### src/hdl/ldac_defs.svh
// Purpose: offsets, field positions, reset values for the ladder converter control
// Assumes: AHB-Lite word-aligned registers, 8-bit data in the low byte
// Notes: offsets are local choices
`ifndef LDAC_DEFS_SVH
`define LDAC_DEFS_SVH

`define LDAC_OFS_CTRL 4'h0
`define LDAC_OFS_LEVEL 4'h4
`define LDAC_BIT_ENABLE 7
`define LDAC_BIT_OE1 5
`define LDAC_BIT_OE2 4
`define LDAC_PSS_HI 3
`define LDAC_PSS_LO 2
`define LDAC_LEVEL_HI 4
`define LDAC_CTRL_RESET 8'h00
`define LDAC_LEVEL_RESET 5'h00
`define LDAC_CTRL_WMASK 8'hBC
`define LDAC_TAPS 32

`endif

### src/hdl/ldac_pkg.sv
// Purpose: shared types of the ladder converter control
// Assumes: nothing
// Notes: types only
`default_nettype none
package ldac_pkg;
  typedef enum logic [1:0] {
    LDAC_PSEL_SUPPLY,
    LDAC_PSEL_EXTPIN,
    LDAC_PSEL_FIXED,
    LDAC_PSEL_RESERVED
  } ldac_psel_t;

  typedef struct packed {
    logic converter_enable;
    logic output_pin1_enable;
    logic output_pin2_enable;
    logic [1:0] positive_ref_select;
    logic [4:0] level_code;
  } ldac_cfg_t;
endpackage
`default_nettype wire

### src/hdl/ldac_tap_decode.sv
// Purpose: one-hot ladder tap select from the level code
// Assumes: tap k joins the output to k/32 of the ladder span above the low end
// Notes: all taps off while the converter is disabled
`include "ldac_defs.svh"
`default_nettype none
module ldac_tap_decode (
  input wire logic enable,
  input wire logic [4:0] level_code,
  output logic [`LDAC_TAPS-1:0] tap_select
);
  genvar i;
  generate
    for (i = 0; i < `LDAC_TAPS; i = i + 1) begin : g_tap
      // Output = low + (high - low) * code / 32
      assign tap_select[i] = enable && (level_code == 5'(i));
    end
  endgenerate
endmodule
`default_nettype wire

### src/hdl/ldac_pin_ctrl.sv
// Purpose: pin overrides for one analog output pin
// Assumes: pad logic obeys the override lines
// Notes: one instance per output pin
`default_nettype none
module ldac_pin_ctrl (
  input wire logic route_enable,
  input wire logic pad_in,
  output logic analog_connect,
  output logic digital_override,
  output logic pullup_disable,
  output logic current_drive_disable,
  output logic pad_read
);
  always_comb begin
    analog_connect = route_enable;
    digital_override = route_enable;
    pullup_disable = route_enable;
    current_drive_disable = route_enable;
    pad_read = route_enable ? 1'b0 : pad_in;
  end
endmodule
`default_nettype wire

### src/hdl/ldac_control.sv
// Purpose: register file and analog control outputs of a 5-bit ladder converter
// Assumes: AHB-Lite slave, zero wait states, OKAY only, word accesses
// Notes: no sleep input; state simply holds while the clock keeps running
`include "ldac_defs.svh"
`default_nettype none
module ldac_control (
  input wire logic clock,
  input wire logic reset_n,
  input wire logic hsel,
  input wire logic [31:0] haddr,
  input wire logic [1:0] htrans,
  input wire logic hwrite,
  input wire logic [2:0] hsize,
  input wire logic [31:0] hwdata,
  input wire logic hready,
  output logic [31:0] hrdata,
  output logic hreadyout,
  output logic hresp,
  input wire logic pin1_pad_in,
  input wire logic pin2_pad_in,
  output logic converter_active,
  output logic [`LDAC_TAPS-1:0] tap_select,
  output logic ref_sel_supply,
  output logic ref_sel_extpin,
  output logic ref_sel_fixed,
  output logic ref_sel_negative_supply,
  output logic analog_out_pin1,
  output logic analog_out_pin2,
  output logic pin1_digital_override,
  output logic pin2_digital_override,
  output logic pin1_pullup_disable,
  output logic pin2_pullup_disable,
  output logic pin1_drive_disable,
  output logic pin2_drive_disable,
  output logic pin1_read,
  output logic pin2_read
);
  typedef struct packed {
    ldac_pkg::ldac_cfg_t cfg;
    logic wr_pend;
    logic [3:0] wr_addr;
    logic [31:0] rdata;
  } ldac_state_t;

  ldac_state_t state_reg;
  ldac_state_t state_next;
  logic addr_phase;
  logic [7:0] ctrl_view;
  logic [7:0] level_view;
  logic [7:0] wbyte;

  assign addr_phase = hsel && hready && htrans[1];
  assign wbyte = hwdata[7:0];

  always_comb begin
    ctrl_view = 8'h00;
    ctrl_view[`LDAC_BIT_ENABLE] = state_reg.cfg.converter_enable;
    ctrl_view[`LDAC_BIT_OE1] = state_reg.cfg.output_pin1_enable;
    ctrl_view[`LDAC_BIT_OE2] = state_reg.cfg.output_pin2_enable;
    ctrl_view[`LDAC_PSS_HI:`LDAC_PSS_LO] = state_reg.cfg.positive_ref_select;
    // Bit 0 negative select is fixed to the ground side
    level_view = {3'h0, state_reg.cfg.level_code};
  end

  always_comb begin
    state_next = state_reg;
    state_next.wr_pend = 1'b0;
    if (state_reg.wr_pend) begin
      // Direct update, no shadow stage
      if (state_reg.wr_addr == `LDAC_OFS_CTRL) begin
        state_next.cfg.converter_enable = wbyte[`LDAC_BIT_ENABLE];
        state_next.cfg.output_pin1_enable = wbyte[`LDAC_BIT_OE1];
        state_next.cfg.output_pin2_enable = wbyte[`LDAC_BIT_OE2];
        state_next.cfg.positive_ref_select = wbyte[`LDAC_PSS_HI:`LDAC_PSS_LO];
      end else if (state_reg.wr_addr == `LDAC_OFS_LEVEL) begin
        state_next.cfg.level_code = wbyte[`LDAC_LEVEL_HI:0];
      end
    end
    if (addr_phase) begin
      state_next.wr_pend = hwrite;
      state_next.wr_addr = haddr[3:0];
      if (!hwrite) begin
        case (haddr[3:0])
          `LDAC_OFS_CTRL: state_next.rdata = {24'h000000, ctrl_view};
          `LDAC_OFS_LEVEL: state_next.rdata = {24'h000000, level_view};
          default: state_next.rdata = 32'h00000000;
        endcase
      end
    end
    if (!reset_n) begin
      // All control bits cleared; reset wins over a write pending in the same cycle
      state_next.cfg = '0;
      state_next.wr_pend = 1'b0;
      state_next.wr_addr = 4'h0;
      state_next.rdata = 32'h00000000;
    end
  end

  always_ff @(posedge clock) begin
    state_reg <= state_next;
  end

  assign hrdata = state_reg.rdata;
  assign hreadyout = 1'b1;
  assign hresp = 1'b0;

  // Converter runs only with its enable set
  assign converter_active = state_reg.cfg.converter_enable;

  always_comb begin
    ref_sel_supply = 1'b0;
    ref_sel_extpin = 1'b0;
    ref_sel_fixed = 1'b0;
    // Reserved code connects no positive reference, so the ladder top floats rather than shorts
    case (ldac_pkg::ldac_psel_t'(state_reg.cfg.positive_ref_select))
      ldac_pkg::LDAC_PSEL_SUPPLY: ref_sel_supply = converter_active;
      ldac_pkg::LDAC_PSEL_EXTPIN: ref_sel_extpin = converter_active;
      ldac_pkg::LDAC_PSEL_FIXED: ref_sel_fixed = converter_active;
      default: ref_sel_supply = 1'b0;
    endcase
    ref_sel_negative_supply = converter_active;
  end

  ldac_tap_decode u_taps (
    .enable(converter_active),
    .level_code(state_reg.cfg.level_code),
    .tap_select(tap_select)
  );

  ldac_pin_ctrl u_pin1 (
    .route_enable(state_reg.cfg.output_pin1_enable),
    .pad_in(pin1_pad_in),
    .analog_connect(analog_out_pin1),
    .digital_override(pin1_digital_override),
    .pullup_disable(pin1_pullup_disable),
    .current_drive_disable(pin1_drive_disable),
    .pad_read(pin1_read)
  );

  ldac_pin_ctrl u_pin2 (
    .route_enable(state_reg.cfg.output_pin2_enable),
    .pad_in(pin2_pad_in),
    .analog_connect(analog_out_pin2),
    .digital_override(pin2_digital_override),
    .pullup_disable(pin2_pullup_disable),
    .current_drive_disable(pin2_drive_disable),
    .pad_read(pin2_read)
  );
endmodule
`default_nettype wire

### config.mk
export PLATFORM = sky130hd
export DESIGN_NAME = ldac_control
export DESIGN_NICKNAME = d
export VERILOG_FILES = /design/src/hdl/ldac_pkg.sv /design/src/hdl/ldac_tap_decode.sv /design/src/hdl/ldac_pin_ctrl.sv /design/src/hdl/ldac_control.sv
export VERILOG_INCLUDE_DIRS = /design/src /design/src/hdl
export SDC_FILE = /design/constraint.sdc
export NUM_CORES = 1
export LEC_CHECK = 0
export BUFFER_PORTS_ARGS = -buffer_cell sky130_fd_sc_hd__buf_2
export CAP_MARGIN = 20
export CORE_MARGIN = 2
export CORE_UTILIZATION = 38
export DETAILED_ROUTE_END_ITERATION = 12
export PLACE_DENSITY_LB_ADDON = 0.3
export REMOVE_ABC_BUFFERS = 1
export SLEW_MARGIN = 25
export SYNTH_ARGS = -nofsm -noshare
export SYNTH_HDL_FRONTEND = slang
export SYNTH_SLANG_ARGS = --single-unit
### constraint.sdc
create_clock -name clock -period 2.9 [get_ports clock]
set_input_delay 0.145 -clock clock [delete_from_list [all_inputs] [get_ports clock]]
set_output_delay 0.145 -clock clock [all_outputs]
set_load 0.02 [all_outputs]
==> impl_results.md, run 1 <==
- Status: completed
- Share of layout cells above drive strength 1: 33.6%
- Dpl hpwl: 2550 um
- Maximum number of pins on one net before global-route repair: 37
- Slew @ Worst Pin: 0.862 ns
- Startpoint types: flip-flop
- Die span in x: approximately 66 um
- Switch share: 25.4%
- Critical Path Fanout Max: 12
- Min cycle time layout: 1.70 ns
- Antenna Nets Post-Route: 0
- Worst endpoint data arrival time: 1.56 ns
- Die ar.: 4420 um2
- Commonest non-fill, non-tap cell in the layout: buf_2
- Vias in the first global route: between 1000 and 1500
- Register bit total from synthesis: 22
- Cell area power density: about 350 nW/um2
- CTS Buffer Depth: 2
- Synth Warn #: 0
- Area leader, netlist: dfxtp_1
- Hold_buf cts: 0
- Routed WL: ~3200 um
- Synthesized area: 1480 um2
- CTS resizes: 0
- Root Buffer: clkbuf_8
- Worst min path class: input port to flip-flop
- Endpoint class of the critical path: output port
- Lkg Pwr: between 0.9 and 1 nW
- Initial Util: about two fifths
- Residual DRC: 0
- RSZ-0062 raised after global routing: no
- Port bufs: 72
- Data required, critical path: 2.76 ns
- Distinct cells, synth: 23
- Syn avg cell area: roughly 7.5 um2
- Slowest stage cell, crit path: dfxtp_1
- Max reg flops: 7
- Count of final setup violators: 0
- Peak VDD IR: 195 uV
- Clk pwr share: 35.7%
- Row Count: 22
- Die height: around 66 um
- H-tree levels: 1
- Flop pwr share: 51.5%
- Area contributors post-synth: dfxtp_1, buf_4, mux2i_1, nor2_1, nand2_1
- I/O Pins: 157
- DRT Pass-1 Iters: 4
- Setup TNS: 0 ns
- Final nets: roughly 320
- Clock Latency Late Sink: 0.25 ns
- Sequential-to-total area share from yosys stat: 29.7%
- Antenna violations before repair: 0
- CTS clock-pin slew for the worst setup and hold paths: 0.08 ns
- Vias per inst: between 4 and 5
- Gpl congestion: around 0.69
- CTS Sinks: 22
- Tot GR Track Use: between 10% and 20%
- Relative slew slack: 42.1%
- Core ar.: 3720 um2
- Count of pins over their slew limit: 0
- Inserted Clock Buffers: 3
- Layout fillers: roughly 400
- Avg WL per Cell: 10.9 um
- Most frequent cells in the layout: buf_2, nor2_1, nand2_1
- Via count: 1288
- Switching Power: 0.000152 W
- CP peak stage delay: 0.52 ns
- Ant. Diodes: 0
- Remaining Overflow, GRT: 0
- Hold Fails Final Rpt: 0
- Synth Instances: between 150 and 200
- CP Cell Sequence: nor2b_1, nand3_1, nor2_1, buf_2
- TritonCTS clock tree: done
- CP Buf/Inv Count: 1
- Top-area cell type share of the netlist area: 29.7%
- Setup Fix Bufs, Post-CTS: 0
- Initial detailed-routing violation count: 42
- WS Path Type: flip-flop to output port
- Max_cap viols: 0
- First-pass GRT wire length: 4820 um
- Tcrit/Tclk final: 58.7%
- Delay-heaviest family, CP: simple AND/OR/NAND/NOR gates
- Clock skew: 0.00101 ns
- Max Fclk: 0.588 GHz
- Internal Dissipation: approximately 0.00045 W
- Area grow syn2layout: 14.3%
- Gate power share: between 10% and 20%
- Total power: 0.000598 W
==> Yosys cell counts <==
master,instances
conb_1,2
nand3b_1,2
and4b_1,1
mux2_2,3
nand3_1,7
nand2b_4,1
clkbuf_1,10
buf_6,1
o22ai_1,7
nand2b_1,2
nand4_1,1
dfxtp_1,22
nor3_1,1
nor2_1,35
nand2_1,34
and3b_1,1
nor3b_1,1
or4b_4,1
mux2i_1,14
nor4_2,1
nor2b_1,9
buf_4,41
or2_2,1
==> area by class of cell <==
cell class	count	area [um2]	area share (%)
multi-input combinational	149	781	46.0
sequential	22	440	26.0
clock buffer	4	55.1	3.24
tap	48	60.1	3.54
timing repair buffer	72	360	21.2
==> path summary, 6_finish.rpt <==
path	start	endpoint	slack, ns	cells past startpoint
worst max-delay path	converter_active	tap_select[26]	1.20	4
worst max register to register	state_reg[32]	ctrl_view[2]	1.47	2
worst min register to register	hrdata[5]	hrdata[5]	0.47	2
worst min-delay path	hwdata[1]	level_view[1]	0.12	3
==> layer usage <==
layer / wire (um) / up-vias / track usage [%]
met1: 1430 / 546 / 17.7
met2: 1290 / 71 / 21.9
met5: 0 / - / 0
li1: - / 669 / -
met3: 490 / 2 / 6.59
met4: 8 / 0 / 3.06
==> worst reg2reg max path: cells and delay by family, from the launching register on <==
| family | cells | cell delay (ns) |
|---|---|---|
| and+or+nand+nor | 1 | 0.78 |
| DFF | 1 | 0.34 |
| muxes | 1 | 0.25 |
==> power groups by stage <==
stage | clock network, W | registers, W | logic (W)
detailed placement | 0 | 0.000315 | 0.0000763
global placement | 0 | 0.000315 | 0.0000761
global route | 0.000227 | 0.000309 | 0.0000845
floorplan | 0 | 0.000317 | 0.0000482
finish | 0.000213 | 0.000308 | 0.0000767
CTS | 0.000219 | 0.000308 | 0.0000765
==> per-stage QoR <==
step	worst slack, ns	cell area [um2]	instances	hold slack (ns)	utilization (%)
global placement	1.47	1640	291	0.382	44.2
finish	1.20	1700	295	0.122	45.7
detailed placement	1.47	1640	291	0.392	44.2
floorplan	1.34	1220	171	0.259	-
global route	1.07	1700	295	0.129	45.7
CTS	1.18	1700	295	0.114	45.7
==> cells by family after synthesis <==
family / synth area share (%)
AO/OA/AOI/OAI: 2.95
buffers and inverters: 24.0
AND/OR/NAND/NOR: 31.1
flip-flops: 29.7
other: 0.506
multiplexers: 11.7
(Power assumes the default switching activity.)
==> inputs of run 2 (changes only) <==
- CORE_UTILIZATION: 38 -> 32
- clock period: 2.9 -> 1.5 ns (I/O delays scaled with it)
==> run 2 against run 1 <==
  * Worst hold slack got worse by 0.087 ns
  * Critical path depth is 1 lower
  * Via count rose by 1.7%
  * Routed wire length shrank 2.3%
  * Final area is 3.8% higher
  * Power increased by 120%
  * Clock power increased to 2.6 times the previous value
  * Die area rose by 18%
  * Cell count rose by 2.7%
  * Worst setup slack got worse by 1.1 ns
  * Sequential power increased by 93%
  * Sequential share of layout area fell by 0.60 points
  * Critical endpoint is now tap_select[0]
  * Largest cell class unchanged
==> impl_results.md, run 2 (synthesis gave the netlist of run 1 again) <==
- Slowest stage cell, crit path: or2_2
- Peak VDD IR: approximately 480 uV
- Initial detailed-routing violation count: 24
- Clock Latency Late Sink: 0.26 ns
- First-pass GRT wire length: 5000 um
- Initial Util: between 30% and 40%
- WS Path Type: flip-flop to output port
- Slew @ Worst Pin: 0.554 ns
- I/O Pins: 157
- H-tree levels: 1
- Die span in x: a little over 70 um
- Routed WL: about 3100 um
- Startpoint types: flip-flop
- CTS Sinks: 22
- Max_cap viols: 0
- Clock skew: ~0.0047 ns
- Ant. Diodes: 0
- TritonCTS clock tree: done
- Vias per inst: 4.32
- Count of final setup violators: 0
- Final nets: about 330
- Setup Fix Bufs, Post-CTS: 0
- Die height: 72.1 um
- Antenna Nets Post-Route: 0
- Most frequent cells in the layout: buf_2, nor2_1, nand2_1
- DRT Pass-1 Iters: 4
- Lkg Pwr: 0.947 nW
- CP Cell Sequence: or2_2, nor2_1, buf_2
- Cell area power density: roughly 730 nW/um2
- Hold Fails Final Rpt: 0
- Residual DRC: 0
- Commonest non-fill, non-tap cell in the layout: buf_2
- Inserted Clock Buffers: 3
- Via count: 1310
- Core ar.: around 4400 um2
- CTS Buffer Depth: 2
- CTS clock-pin slew for the worst setup and hold paths: 0.08 ns
- Hold_buf cts: 0
- RSZ-0062 raised after global routing: no
- Worst R2R Start: state_reg[33]
- Max Fclk: 0.730 GHz
- Gpl congestion: 0.718
- Count of pins over their slew limit: 0
- Data required, critical path: 1.42 ns
- Tot GR Track Use: between 10% and 20%
- CP peak stage delay: 0.39 ns
- Worst Hold Launch: hwrite
- Remaining Overflow, GRT: 0
- Endpoint class of the critical path: output port
- Area grow syn2layout: 18.7%
- Relative slew slack: between 60% and 70%
- Max reg flops: 7
- Worst endpoint data arrival time: 1.29 ns
- Post-Place Setup Slack: 0.243 ns
- Port bufs: 72
- CTS resizes: 0
- Crit. Startpoint: level_view[1]
- Vias in the first global route: 1107
- Die ar.: 5200 um2
- Min cycle time layout: ~1.4 ns
- Root Buffer: clkbuf_8
- Setup TNS: 0 ns
- Worst min path class: input port to flip-flop
- Maximum number of pins on one net before global-route repair: 37
- Row Count: 24
- Tcrit/Tclk final: 91.3%
- Status: completed
- Antenna violations before repair: 0
- Worst Slack Setup Final: 0.130 ns
- Share of layout cells above drive strength 1: 37.1%
- Critical Path Fanout Max: 8
- Avg WL per Cell: 10.4 um
- Dpl hpwl: roughly 2500 um
[run 2: cell types whose count changed in the layout (fill, tap and decap cells not counted)]
cell | before | now
buf_4 | 0 | 4
bufinv_16 | 0 | 1
clkbuf_8 | 4 | 3
dfxtp_1 | 22 | 19
dfxtp_2 | 0 | 2
dfxtp_4 | 0 | 1
nor2b_1 | 9 | 6
nor2b_2 | 0 | 3
[run 2: report_power, final]
part / switching (W) / internal [W] / total [W]
Clock: 0.000190 / 0.000356 / 0.000546
Sequential: 0.00000563 / 0.000587 / 0.000593
Combinational: 0.000110 / 0.0000415 / 0.000152
[run 2: layout make-up]
| cell class | instances | area (um2) |
|---|---|---|
| fill | 474 | 2650 |
| multi-input combinational | 149 | 788 |
| sequential | 22 | 447 |
| timing repair buffer | 76 | 390 |
| tap | 52 | 65.1 |
| clock buffer | 3 | 41.3 |
| clock inverter | 1 | 30.0 |
[run 2: per-stage QoR]
step           util, %  power, W  cells  hold slack, ns  instance area [um2]
3_3_place_gp      38.0  0.000760    299           0.308                 1680
3_5_place_dp      38.0  0.000760    299           0.308                 1680
5_1_grt           39.9   0.00135    303          0.0329                 1760
6_report          39.9   0.00129    303          0.0346                 1760
4_1_cts           39.6   0.00131    303          0.0245                 1750
2_1_floorplan        -  0.000705    171           0.189                 1220
[run 2: critical path: cells and delay by family, from the launching register on]
| kind | cells | cell delay [ns] |
|---|---|---|
| AND/OR/NAND/NOR | 2 | 0.51 |
| flip-flops | 1 | 0.36 |
| buffers and inverters | 1 | 0.17 |
[run 2: final timing paths]
path / depth (start not counted) / to / slack [ns]
setup / recovery: 3 / tap_select[0] / 0.13
hold / removal: 3 / state_reg[36] / 0.03
setup reg to reg: 3 / level_view[2] / 0.24
hold reg to reg: 2 / hrdata[0] / 0.47
[run 2: layer usage]
layer | vias to the layer above | routed length [um] | track usage, %
met4 | 0 | 0 | 2.52
met1 | 556 | 1390 | 15.2
li1 | 674 | - | -
met2 | 80 | 1410 | 20.3
met3 | 0 | 344 | 2.64
met5 | - | 0 | 0
